==> src/nva_pkg.sv <==
// constants and types shared by the nonvolatile data access block
package nva_pkg;

    // register indices; byte address on the bus is four times the index
    localparam logic [7:0] IDX_PERIPH_FLAGS = 8'h0c;
    localparam logic [7:0] IDX_NVM_DATA = 8'h9a;
    localparam logic [7:0] IDX_NVM_ADDR = 8'h9b;
    localparam logic [7:0] IDX_NVM_CTRL = 8'h9c;
    localparam logic [7:0] IDX_NVM_UNLOCK = 8'h9d;

    // control and flags register fields
    localparam int CTRL_RD_BIT = 0;
    localparam int CTRL_WR_BIT = 1;
    localparam int CTRL_PERMIT_BIT = 2;
    localparam int CTRL_ABORT_BIT = 3;
    localparam int FLAGS_DONE_BIT = 7;

    // reset values and fixed patterns
    localparam logic [7:0] NVM_DATA_RST = 8'h00;
    localparam logic [7:0] NVM_ADDR_RST = 8'h00;
    localparam logic [7:0] UNLOCK_KEY_FIRST = 8'h55;
    localparam logic [7:0] UNLOCK_KEY_SECOND = 8'haa;
    localparam logic [7:0] ERASED_BYTE = 8'hff;
    localparam logic [7:0] ZERO_BYTE = 8'h00;

    localparam logic [1:0] RESP_OKAY = 2'b00;
    localparam logic [1:0] RESP_SLVERR = 2'b10;

    // timing
    localparam int CLK_PERIOD_NS = 10;
    localparam int STORE_TIME_NS = 4000000;
    localparam int STORE_CYCLES_DEF = STORE_TIME_NS / CLK_PERIOD_NS;
    localparam int UNLOCK_WINDOW_CYC = 16;

    typedef enum logic [2:0] {
        UNL_IDLE = 3'b001,
        UNL_GOT_FIRST = 3'b010,
        UNL_ARMED = 3'b100
    } nva_unlock_e;

endpackage

==> src/nva_data_access.sv <==
// nonvolatile data array with register access over an AXI4-Lite slave
// Functional notes
// - Array holds 128 bytes, addressed 0 to 7Fh by the address register.
// - Only the low seven address bits select a byte; bit 7 ignored.
// - Data register holds the byte to write or the byte read.
// - Each byte store erases the location, then programs the new value.
// - Store duration is timed by an internal counter, not by software.
// - Under data protection the CPU keeps access; programming port is refused.
// - Control register implements four low bits; bits 7 to 4 read zero.
// - Software can set read and store strobes but never clear them.
// - Read strobe starts a one-cycle read; hardware clears it.
// - Store strobe starts a store; hardware clears it when done.
// - Store permit bit allows stores when set, blocks them when clear.
// - Store permit is zero after power-up.
// - Abort flag sets when a reset input cuts an active store short.
// - Reset that aborts a store clears data and address; software retries.
// - Store-done flag sets on completion; only software clears it.
// - Unlock port stores nothing, reads zero, only accepts the key sequence.
// - Store starts only after 55h, AAh to unlock port, then strobe, promptly.
// - Store strobe cannot be set unless permit was already set.
// - Clearing permit during a store does not stop that store.
// - Read data appears the cycle after the strobe and stays until changed.
`timescale 1ns/1ps
`default_nettype none

module nva_data_access
    import nva_pkg::*;
#(
    parameter int ADDR_W = 10,
    parameter int NVM_DEPTH = 128,
    parameter int NVM_AW = 7,
    parameter int STORE_CYCLES = STORE_CYCLES_DEF
)
(
    input wire logic aclk,
    input wire logic aresetn,
    input wire logic [ADDR_W-1:0] s_axi_awaddr,
    input wire logic s_axi_awvalid,
    output logic s_axi_awready,
    input wire logic [31:0] s_axi_wdata,
    input wire logic [3:0] s_axi_wstrb,
    input wire logic s_axi_wvalid,
    output logic s_axi_wready,
    output logic [1:0] s_axi_bresp,
    output logic s_axi_bvalid,
    input wire logic s_axi_bready,
    input wire logic [ADDR_W-1:0] s_axi_araddr,
    input wire logic s_axi_arvalid,
    output logic s_axi_arready,
    output logic [31:0] s_axi_rdata,
    output logic [1:0] s_axi_rresp,
    output logic s_axi_rvalid,
    input wire logic s_axi_rready,
    input wire logic external_reset_pin,
    input wire logic watchdog_timeout,
    input wire logic brownout_detect,
    input wire logic code_protect,
    input wire logic prog_valid,
    output logic prog_ready,
    input wire logic prog_write,
    input wire logic [NVM_AW-1:0] prog_addr,
    input wire logic [7:0] prog_wdata,
    output logic [7:0] prog_rdata,
    output logic prog_done,
    output logic prog_denied,
    output logic store_busy,
    output logic store_done_flag
);

    localparam int CNT_W = $clog2(STORE_CYCLES + 1);
    localparam int IDX_W = ADDR_W - 2;

    // refused at elaboration: the highest register index needs eight index bits
    if (ADDR_W < 10 || NVM_DEPTH != (1 << NVM_AW) || NVM_AW > 7 || STORE_CYCLES < 1)
    begin : g_param_check
        $error("nva_data_access: unsupported parameter set");
    end

    typedef struct packed {
        logic aw_held;
        logic [IDX_W-1:0] aw_idx;
        logic w_held;
        logic [7:0] w_byte;
        logic w_lane0;
        logic bvalid;
        logic [1:0] bresp;
        logic rvalid;
        logic [7:0] rdata;
        logic [1:0] rresp;
        logic [7:0] nvm_data;
        logic [7:0] nvm_addr;
        logic rd;
        logic wr;
        logic permit;
        logic abort;
        logic done;
        nva_unlock_e unl;
        logic [4:0] unl_cnt;
        logic [CNT_W-1:0] store_cnt;
        logic [NVM_AW-1:0] st_addr;
        logic [7:0] st_data;
        logic [7:0] prog_rdata;
        logic prog_done;
        logic prog_denied;
    } nva_state_s;

    nva_state_s st_reg;
    nva_state_s st_next;

    logic [7:0] mem [NVM_DEPTH];
    logic mem_we;
    logic [NVM_AW-1:0] mem_wa;
    logic [7:0] mem_wd;
    logic dev_rst;
    logic do_write;
    logic do_read;
    logic [7:0] rd_byte;

    function automatic logic idx_mapped(input logic [IDX_W-1:0] idx);
        return idx == IDX_W'(IDX_PERIPH_FLAGS) || idx == IDX_W'(IDX_NVM_DATA)
            || idx == IDX_W'(IDX_NVM_ADDR) || idx == IDX_W'(IDX_NVM_CTRL)
            || idx == IDX_W'(IDX_NVM_UNLOCK);
    endfunction

    assign dev_rst = external_reset_pin | watchdog_timeout | brownout_detect;
    assign do_write = st_reg.aw_held && st_reg.w_held && !st_reg.bvalid;
    assign do_read = s_axi_arvalid && !st_reg.rvalid;
    // bit 7 of the address never reaches the array
    assign rd_byte = mem[st_reg.nvm_addr[NVM_AW-1:0]];

    assign s_axi_awready = !st_reg.aw_held;
    assign s_axi_wready = !st_reg.w_held;
    assign s_axi_arready = !st_reg.rvalid;
    assign s_axi_bvalid = st_reg.bvalid;
    assign s_axi_bresp = st_reg.bresp;
    assign s_axi_rvalid = st_reg.rvalid;
    assign s_axi_rresp = st_reg.rresp;
    assign s_axi_rdata = {24'h000000, st_reg.rdata};
    // programming port waits while the array is busy with a store
    assign prog_ready = !st_reg.wr && !do_write;
    assign prog_rdata = st_reg.prog_rdata;
    assign prog_done = st_reg.prog_done;
    assign prog_denied = st_reg.prog_denied;
    assign store_busy = st_reg.wr;
    assign store_done_flag = st_reg.done;

    always_comb
    begin
        logic [7:0] rv;
        logic [7:0] wb;
        rv = ZERO_BYTE;
        wb = st_reg.w_byte;
        st_next = st_reg;
        mem_we = 1'b0;
        mem_wa = '0;
        mem_wd = ZERO_BYTE;
        st_next.prog_done = 1'b0;
        st_next.prog_denied = 1'b0;

        // bus channel capture
        if (s_axi_awvalid && !st_reg.aw_held)
        begin
            st_next.aw_held = 1'b1;
            st_next.aw_idx = s_axi_awaddr[ADDR_W-1:2];
        end
        if (s_axi_wvalid && !st_reg.w_held)
        begin
            st_next.w_held = 1'b1;
            st_next.w_byte = s_axi_wdata[7:0];
            st_next.w_lane0 = s_axi_wstrb[0];
        end
        if (st_reg.bvalid && s_axi_bready)
            st_next.bvalid = 1'b0;
        if (st_reg.rvalid && s_axi_rready)
            st_next.rvalid = 1'b0;

        // read strobe lasts one cycle and loads the data register
        if (st_reg.rd)
        begin
            st_next.rd = 1'b0;
            st_next.nvm_data = rd_byte;
        end

        // unlock sequence must keep pace
        if (st_reg.unl != UNL_IDLE)
        begin
            if (st_reg.unl_cnt == 5'(UNLOCK_WINDOW_CYC - 1))
                st_next.unl = UNL_IDLE;
            else
                st_next.unl_cnt = st_reg.unl_cnt + 5'd1;
        end

        // store engine, timed internally; permit is not looked at once running
        if (st_reg.wr)
        begin
            if (st_reg.store_cnt == '0)
            begin
                st_next.wr = 1'b0;
                st_next.done = 1'b1;
                mem_we = 1'b1;
                mem_wa = st_reg.st_addr;
                mem_wd = st_reg.st_data;
            end
            else
                st_next.store_cnt = st_reg.store_cnt - CNT_W'(1);
        end

        if (do_write)
        begin
            st_next.aw_held = 1'b0;
            st_next.w_held = 1'b0;
            st_next.bvalid = 1'b1;
            st_next.bresp = idx_mapped(st_reg.aw_idx) ? RESP_OKAY : RESP_SLVERR;
            // any write with the low byte lane, other than the next key step, breaks the sequence
            if (st_reg.w_lane0 && !(st_reg.aw_idx == IDX_W'(IDX_NVM_CTRL) && wb[CTRL_WR_BIT]))
                st_next.unl = UNL_IDLE;
            if (st_reg.w_lane0)
            begin
                case (st_reg.aw_idx)
                    IDX_W'(IDX_PERIPH_FLAGS):
                        // completion in the same cycle keeps the flag set
                        if (!wb[FLAGS_DONE_BIT] && !(st_reg.wr && st_reg.store_cnt == '0))
                            st_next.done = 1'b0;
                    IDX_W'(IDX_NVM_DATA):
                        st_next.nvm_data = wb;
                    IDX_W'(IDX_NVM_ADDR):
                        st_next.nvm_addr = wb;
                    IDX_W'(IDX_NVM_CTRL):
                    begin
                        st_next.permit = wb[CTRL_PERMIT_BIT];
                        st_next.abort = wb[CTRL_ABORT_BIT];
                        if (wb[CTRL_RD_BIT])
                            st_next.rd = 1'b1;
                        // zero in a strobe bit leaves it alone
                        if (wb[CTRL_WR_BIT])
                        begin
                            st_next.unl = UNL_IDLE;
                            if (!st_reg.wr && st_reg.permit && st_reg.unl == UNL_ARMED)
                            begin
                                st_next.wr = 1'b1;
                                st_next.store_cnt = CNT_W'(STORE_CYCLES - 1);
                                st_next.st_addr = st_reg.nvm_addr[NVM_AW-1:0];
                                st_next.st_data = st_reg.nvm_data;
                                mem_we = 1'b1;
                                mem_wa = st_reg.nvm_addr[NVM_AW-1:0];
                                mem_wd = ERASED_BYTE;
                            end
                        end
                    end
                    IDX_W'(IDX_NVM_UNLOCK):
                    begin
                        st_next.unl_cnt = 5'd0;
                        if (wb == UNLOCK_KEY_FIRST)
                            st_next.unl = UNL_GOT_FIRST;
                        else if (wb == UNLOCK_KEY_SECOND && st_reg.unl == UNL_GOT_FIRST)
                            st_next.unl = UNL_ARMED;
                        else
                            st_next.unl = UNL_IDLE;
                    end
                    default:
                        st_next.unl = UNL_IDLE;
                endcase
            end
        end

        if (do_read)
        begin
            case (s_axi_araddr[ADDR_W-1:2])
                IDX_W'(IDX_PERIPH_FLAGS):
                    rv = {st_reg.done, 7'h00};
                IDX_W'(IDX_NVM_DATA):
                    rv = st_reg.nvm_data;
                IDX_W'(IDX_NVM_ADDR):
                    rv = st_reg.nvm_addr;
                IDX_W'(IDX_NVM_CTRL):
                    rv = {4'h0, st_reg.abort, st_reg.permit, st_reg.wr, st_reg.rd};
                default:
                    rv = ZERO_BYTE;
            endcase
            st_next.rvalid = 1'b1;
            st_next.rdata = rv;
            st_next.rresp = idx_mapped(s_axi_araddr[ADDR_W-1:2]) ? RESP_OKAY : RESP_SLVERR;
        end

        // programming port: refused while data protection holds
        if (prog_valid && prog_ready)
        begin
            if (code_protect)
                st_next.prog_denied = 1'b1;
            else
            begin
                st_next.prog_done = 1'b1;
                st_next.prog_rdata = mem[prog_addr];
                if (prog_write)
                begin
                    mem_we = 1'b1;
                    mem_wa = prog_addr;
                    mem_wd = prog_wdata;
                end
            end
        end

        // device reset inputs abort a store and clear the access registers
        if (dev_rst)
        begin
            if (st_reg.wr)
                st_next.abort = 1'b1;
            st_next.done = st_reg.done;
            st_next.wr = 1'b0;
            st_next.rd = 1'b0;
            st_next.permit = 1'b0;
            st_next.nvm_data = NVM_DATA_RST;
            st_next.nvm_addr = NVM_ADDR_RST;
            st_next.unl = UNL_IDLE;
            st_next.unl_cnt = 5'd0;
            st_next.prog_done = 1'b0;
            mem_we = 1'b0;
        end
    end

    always_ff @(posedge aclk)
    begin
        if (!aresetn)
        begin
            st_reg <= '0;
            st_reg.unl <= UNL_IDLE;
            st_reg.nvm_data <= NVM_DATA_RST;
            st_reg.nvm_addr <= NVM_ADDR_RST;
            st_reg.permit <= 1'b0;
        end
        else
            st_reg <= st_next;
    end

    // array contents survive reset
    always_ff @(posedge aclk)
    begin
        if (mem_we)
            mem[mem_wa] <= mem_wd;
    end
endmodule // nva_data_access

`default_nettype wire

==> config.mk <==
export PLATFORM = sky130hd
export DESIGN_NAME = nva_data_access
export DESIGN_NICKNAME = d
export VERILOG_FILES = /design/src/nva_pkg.sv /design/src/nva_data_access.sv
export SDC_FILE = /design/constraint.sdc
export NUM_CORES = 1
export LEC_CHECK = 0
export ABC_AREA = 0
export BUFFER_PORTS_ARGS = -buffer_cell sky130_fd_sc_hd__buf_4
export CAP_MARGIN = 10
export CELL_PAD_IN_SITES_DETAIL_PLACEMENT = 0
export CELL_PAD_IN_SITES_GLOBAL_PLACEMENT = 1
export CORE_MARGIN = 4
export CORE_UTILIZATION = 35
export DETAILED_ROUTE_END_ITERATION = 8
export PLACE_DENSITY = 0.55
export SLEW_MARGIN = 20
export SYNTH_ARGS = -nofsm -noshare
export SYNTH_HDL_FRONTEND = slang
export SYNTH_SLANG_ARGS = --single-unit
==> constraint.sdc <==
create_clock -name aclk -period 6.6 [get_ports aclk]
set_clock_uncertainty 0.1 [all_clocks]
set_input_delay 0.66 -clock aclk [delete_from_list [all_inputs] [get_ports aclk]]
set_output_delay 0.66 -clock aclk [all_outputs]
set_load 0.01 [all_outputs]
==> results of run 1 <==
## cells by family after synthesis
kind of cell	after synthesis	synth area share (%)
DFF	1135	61.4
muxes	724	24.3
and+or+nand+nor	584	5.83
AOI/OAI and AO/OA	411	5.37
buffers and inverters	298	2.74
xor gates and xnor gates	16	0.261
adders and majority gates	3	0.0699
other	1	0.00698
## power by group through the flow
stage	registers, mW	clock network (mW)	logic [mW]
finish	7.81	7.17	0.647
floorplan	7.95	0	0.405
global route	7.80	7.62	0.677
global placement	7.96	0	0.639
detailed placement	7.96	0	0.648
CTS	7.81	7.31	0.651
## routing by layer
layer / track usage, % / vias up / wire length, µm
met1: 31.3 / 17378 / 75900
li1: - / 13415 / -
met3: 4.51 / 268 / 14300
met2: 36.9 / 1432 / 87500
met5: 0 / - / 0
met4: 7.82 / 0 / 6420
## critical path, cell delays in order (launching register included)
cell and delay, ns:
dfxtp_1 0.51, nor4bb_1 0.42, and2_0 0.33, nand3_1 0.69, o221ai_2 0.78, nand2_1 0.72, nor2_1 0.97
## repair_timing
| item | CTS | global route |
|---|---|---|
| setup buffers | 0 | 0 |
| hold buffers | 5 | 0 |
| endpoints found under the setup margin | 0 | 0 |
| hold endpoints to repair | 4 | 0 |
## cells in the mapped netlist, drive strengths merged, types with 6 or more instances
| master | number | area (µm²) |
|---|---|---|
| dfxtp | 111 | 2220 |
| xnor2 | 11 | 96.3 |
| edfxtp | 1024 | 30700 |
| a21oi | 74 | 374 |
| or3 | 17 | 106 |
| or2 | 6 | 37.5 |
| mux4 | 464 | 10500 |
| nor2 | 91 | 342 |
| mux2 | 10 | 113 |
| o31ai | 15 | 113 |
| a211o | 8 | 70.1 |
| nor3 | 123 | 687 |
| nor4 | 20 | 125 |
| and3 | 11 | 68.8 |
| nand4 | 34 | 213 |
| and2 | 16 | 100 |
| inv | 13 | 48.8 |
| o21ai | 49 | 245 |
| a211oi | 31 | 233 |
| buf | 174 | 1010 |
| o22ai | 47 | 294 |
| nand2 | 141 | 539 |
| nand2b | 7 | 43.8 |
| a22oi | 34 | 255 |
| nor2b | 25 | 156 |
| o221ai | 50 | 444 |
| a31oi | 11 | 68.8 |
| a21boi | 36 | 270 |
| o211ai | 6 | 45.0 |
| nand3b | 12 | 90.1 |
| nor3b | 16 | 125 |
| nand3 | 33 | 195 |
| mux2i | 250 | 2500 |
| a221oi | 13 | 114 |
| clkbuf | 110 | 413 |
| and4 | 6 | 52.6 |
## area by class of cell
class                           instances  area (µm²)
Clock buffer                          171        3570
Clock inverter                         68         623
Fill cell                           13722       91300
Inverter                               14        52.6
Multi-Input combinational cell       1764       19500
Sequential cell                      1135       33000
Tap cell                             2030        2540
Timing Repair Buffer                  216        1730
## path summary, 6_finish.rpt
kind | from | endpoint | slack (ns) | depth (start not counted)
min | s_axi_awaddr[4] | st_reg[99] | 0.07 | 3
max | store_busy | mem[101][6] | 1.69 | 6
max reg2reg | store_busy | mem[101][6] | 1.69 | 6
min reg2reg | st_reg[22] | st_reg[22] | 0.37 | 2
## placed cells by master (no fill, tap or decap), drive strengths merged, types with 25 or more instances in the layout
cell type / Yosys / final
dfxtp: 111 / 111
o22ai: 47 / 47
nand2: 141 / 141
a21oi: 74 / 74
nor2b: 25 / 25
mux4: 464 / 464
nand4: 34 / 34
nor2: 91 / 91
buf: 174 / 211
a22oi: 34 / 34
o21ai: 49 / 49
o221ai: 50 / 50
nor3: 123 / 123
edfxtp: 1024 / 1024
conb: 1 / 26
mux2i: 250 / 250
nand3: 33 / 33
clkinv: 1 / 45
a211oi: 31 / 31
a21boi: 36 / 36
clkbuf: 110 / 171
## stage by stage
stage	std cells	setup slack [ns]	utilization, %	total power [mW]	hold slack, ns
global placement	5153	1.72	37.2	8.60	0.342
floorplan	3197	2.52	-	8.36	0.320
detailed placement	5153	1.64	37.2	8.61	0.360
CTS	5397	1.65	40.0	15.8	0.000497
global route	5398	1.51	40.1	16.1	0.0309
finish	5398	1.69	40.1	15.6	0.0661
==> impl_metrics.toml, run 1 <==
[run_status]
status = "finished, violations left"
violations = "design-rule violations"

[clock_network]
cts_buffers = 133
cts_tree = "yes"
root_buffer = "clkbuf_16"
clockBufferDepth = 3
htree_levels = 4
cts_sinks = 1135
path_clk_slew_ns = 0.06
clk_latency_ns = 0.79
cts_resized = 0

[timing]
worst_pin_slew_ns = 1.15
max_freq_ghz = 0.204
slew_headroom_pct = 23.2
hold_viol = 0
rsz0062_at_grt = "false"
drv_slew = 0
timing.setup.tns_ns = 0
fin_crit_sh_pct = 74.4
period_minus_slack_ns = 4.91
setup_viol = 0

[power_and_ir_drop]
p_comb_share_pct = 4.1
power.switching_mw = 3.42
pwr_density_cell_mw_per_mm2 = 256
ir_worst_vdd_mv = 0.265
p_int_mw = 12.2
pwr-share-seq_pct = 50.0
leakage_nw = 18.8
swShare_pct = 21.9
clkPwrFrac_pct = 45.9

[global_routing]
grt_pass1_vias = 32941
grt_max_degree = 101
grt_usage_pct = 22.9
antenna_found_initial = 2
grt_pass1_wl_mm = 258
overflow = 0

[final_layout]
drive_gt1_share_pct = 27.9
stdcell_area_mm2 = 0.0610
antenna_cells = 0
nets = 3351
area_delta_synth_final_pct = 13.6
largest_reg_flops = 1024

[synth]
synth-seq-cells = 1135
synth_cell_type_count = 83
syn_area_mm2 = 0.0537
syn_avg_cell_area_um2 = 16.9
netlist_instances = 3172
seq_area_frac_synth_pct = 61.4
synth-edff-count = 1024
ys.flop_type = "edfxtp_1"
synthArstFlopShare_pct = 0
synth_warnings = 0

[floorplan]
die-area_mm2 = 0.160
ios = 138
row_count = 143
die_x_um = 400
start_util_pct = 35.3
core_area_mm2 = 0.152
die_y_um = 400

[route]
wirelength_mm = 184
vias_per_cell = 6.02
wl_per_cell_um = 34.1
drt_iter0_drc = 3565
antenna_left = 0
vias = 32493
drc = 2
firstDrtPassIters = 9

[worst_setup_path]
cp.arrival_ns = 5.19
critPathRequiredTime_ns = 6.88
start_kind = "flop"
end_kind = "flop"
critPathMaxFanout = 19
critical_path_class = "flop to flop"

[place]
place.gp.congestion = 0.879
numPortBuffers = 80
hpwl_mm = 123
placed_area_mm2 = 0.0567

[hold_path]
hp-class = "primary input to flop"

[run]
max_cap_violations = 0
No activity file was read; power rests on OpenSTA's default activity.
==> run 2, diff against run 1 <==
--- a/config.mk
+++ b/config.mk
@@ -5,7 +5,7 @@
 export SDC_FILE = /design/constraint.sdc
 export NUM_CORES = 1
 export LEC_CHECK = 0
-export ABC_AREA = 0
+export ABC_AREA = 1
 export BUFFER_PORTS_ARGS = -buffer_cell sky130_fd_sc_hd__buf_4
 export CAP_MARGIN = 10
 export CELL_PAD_IN_SITES_DETAIL_PLACEMENT = 0
@@ -13,7 +13,7 @@
 export CORE_MARGIN = 4
 export CORE_UTILIZATION = 35
 export DETAILED_ROUTE_END_ITERATION = 8
-export PLACE_DENSITY = 0.55
+export PLACE_DENSITY = 0.6
 export SLEW_MARGIN = 20
 export SYNTH_ARGS = -nofsm -noshare
 export SYNTH_HDL_FRONTEND = slang
==> constraint.sdc (replaced) <==
create_clock -name aclk -period 4.84 [get_ports aclk]
set_clock_uncertainty 0.1 [all_clocks]
set_input_delay 0.484 -clock aclk [delete_from_list [all_inputs] [get_ports aclk]]
set_output_delay 0.484 -clock aclk [all_outputs]
set_load 0.01 [all_outputs]
==> impl_metrics.toml, run 2 <==
[global_routing]
grt_max_degree = 155
grt_usage_pct = 25.5
antenna_found_initial = 5
overflow = 0
grt_pass1_vias = 45983
grt_pass1_wl_mm = 318

[worst_setup_path]
cpMaxStageDelayCell = "nor2_1"
cp_cell_sequence = "inv_1, nand3_2, nor2_1, nand3_2, inv_2, nand2_1, o211ai_2, o21ai_2, inv_2, nand4_2, nor2_1"
start_kind = "flop"
critical_path_class = "flop to flop"
cp.arrival_ns = 4.52
critPathRequiredTime_ns = 5.13
end_kind = "flop"
critPathMaxFanout = 17
slowest_delay_ns = 0.93

[timing]
fin_crit_sh_pct = 87.5
period_minus_slack_ns = 4.23
drv_slew = 0
rsz0062_at_grt = "false"
setup_viol = 0
max_freq_ghz = 0.236
hold_viol = 0
worst_pin_slew_ns = 1.21
slew_headroom_pct = 19.5

[synth]
synth-xor-area-share_pct = 0.124
synth-seq-cells = 1135
ys.flop_type = "edfxtp_1"
synth_simple_gate_area_share_pct = 35.2
synthAdderAreaFrac_pct = 0.0663
seq_area_frac_synth_pct = 58.3
synthArstFlopShare_pct = 0
synth-edff-count = 1024
synth_cell_type_count = 46
yosys-top-cells-count = "nand2_1 (2355), nand3_1 (1956), edfxtp_1 (1024), clkbuf_1 (402), nor2_1 (225)"
syn_area_mm2 = 0.0566
netlist_instances = 6549
synth_top_cell_area_share_pct = 54.3
syn_avg_cell_area_um2 = 8.64
synth_warnings = 0
synth_compound_area_share_pct = 1.93
synth_top_family_by_area = "simple AND/OR/NAND/NOR gates"
yosysMostFrequentCell = "nand2_1"
synth_area_leaders = "edfxtp_1 (54%), nand3_1 (17%), nand2_1 (16%)"
yosys-mux-area-fraction_pct = 0
yosys.area.top_type = "edfxtp_1"

[clock_network]
path_clk_slew_ns = 0.06
htree_levels = 4
cts_sinks = 1135
clockBufferDepth = 3
cts_setup_buffers = 0
clk_latency_ns = 0.78
cts_resized = 0
cts_buffers = 138
ctsHoldBuffers = 28
root_buffer = "clkbuf_16"
cts_tree = "yes"

[floorplan]
die_y_um = 410
die-area_mm2 = 0.168
core_area_mm2 = 0.161
start_util_pct = 35.2
die_x_um = 410
ios = 138
row_count = 147

[final_layout]
drive_gt1_share_pct = 8.54
num-fill-cells = 15914
nets = 6648
layout_commonest_cell = "nand2_1"
layout_common_cells = "nand2_1 (2355), nand3_1 (1956), edfxtp_1 (1024)"
multi_input_area_mm2 = 0.0213
postLayoutCoreUtil_pct = 40.5
area_delta_synth_final_pct = 15.0
stdcell_area_mm2 = 0.0651
largest_reg_flops = 1024
regArea_mm2 = 0.0330

[power_and_ir_drop]
ir_worst_vdd_mv = 0.266
power_mw = 22.1
leakage_nw = 24.9
pwr_density_cell_mw_per_mm2 = 339

[route]
wirelength_mm = 220
drc = 0
drt_iter0_drc = 4574
vias_per_cell = 5.48
wl_per_cell_um = 25.0
antenna_left = 0
firstDrtPassIters = 6
vias = 48333

[place]
hpwl_mm = 130
placed_area_mm2 = 0.0605
numPortBuffers = 80
place.gp.congestion = 0.854

[run]
max_cap_violations = 0

[run_status]
status = "finished clean"

[hold_path]
hp-class = "primary input to flop"
-- run 2: metal layers --
| layer | track usage (%) | part of all wire (%) | vias to the layer above |
|---|---|---|---|
| met2 | 41.0 | 47 | 1779 |
| met4 | 9.88 | 4.0 | 2 |
| met3 | 3.70 | 6.7 | 402 |
| li1 | - | - | 22522 |
| met1 | 34.9 | 43 | 23628 |
| met5 | 0 | 0.0091 | - |
-- run 2: area by class of cell --
cell class / count / area share [%]
Sequential cell: 1135 / 50.7
Multi-Input combinational cell: 4820 / 32.7
Clock buffer: 170 / 5.66
Timing Repair Buffer: 361 / 5.17
Tap cell: 2160 / 4.15
Clock inverter: 71 / 0.914
Inverter: 105 / 0.669
Antenna cell: 2 / 0.00769
-- run 2: logic make-up (layout without fill, tap and decap cells) --
kind of cell | after synthesis | after routing
AND/OR/NAND/NOR | 4590 | 4590
flip-flops | 1135 | 1135
buffers and inverters | 619 | 707
AO/OA/AOI/OAI | 193 | 193
XOR/XNOR | 8 | 8
adder cells (fa/ha/maj) | 3 | 3
other | 1 | 28
-- run 2: final timing paths --
check                          start         end  slack (ns)  depth (start not counted)
setup reg to reg        s_axi_bvalid  mem[68][7]        0.61                         11
hold reg to reg           st_reg[48]  st_reg[48]        0.35                          2
setup / recovery        s_axi_bvalid  mem[68][7]        0.61                         11
hold / removal    external_reset_pin  st_reg[53]        0.06                          5
-- run 2: power by group --
| group | internal, mW | leakage, nW | switching, mW | total (mW) |
|---|---|---|---|---|
| logic | 0.361 | 13.7 | 1.03 | 1.39 |
| registers | 10.7 | 9.12 | 0.0145 | 10.7 |
| clock network | 5.85 | 2.08 | 4.16 | 10.0 |
| total | 16.9 | 24.9 | 5.21 | 22.1 |
-- run 2: worst max-delay path, delay by kind of cell (launching register included) --
| family | cells | cell delay [ns] |
|---|---|---|
| flip-flops | 1 | 0.32 |
| AND/OR/NAND/NOR | 6 | 2.50 |
| AO/OA/AOI/OAI | 2 | 0.33 |
| buffers and inverters | 3 | 0.57 |
-- run 2: through the flow --
stage	hold WS, ns	std cells	setup slack [ns]	TNS, ns
3_3_place_gp	0.336	8553	0.623	0
6_report	0.0629	8824	0.606	0
5_1_grt	0.0802	8822	0.275	0
2_1_floorplan	0.324	6574	-0.986	-1009.30
4_1_cts	0.0102	8822	0.557	0
3_5_place_dp	0.338	8553	0.584	0
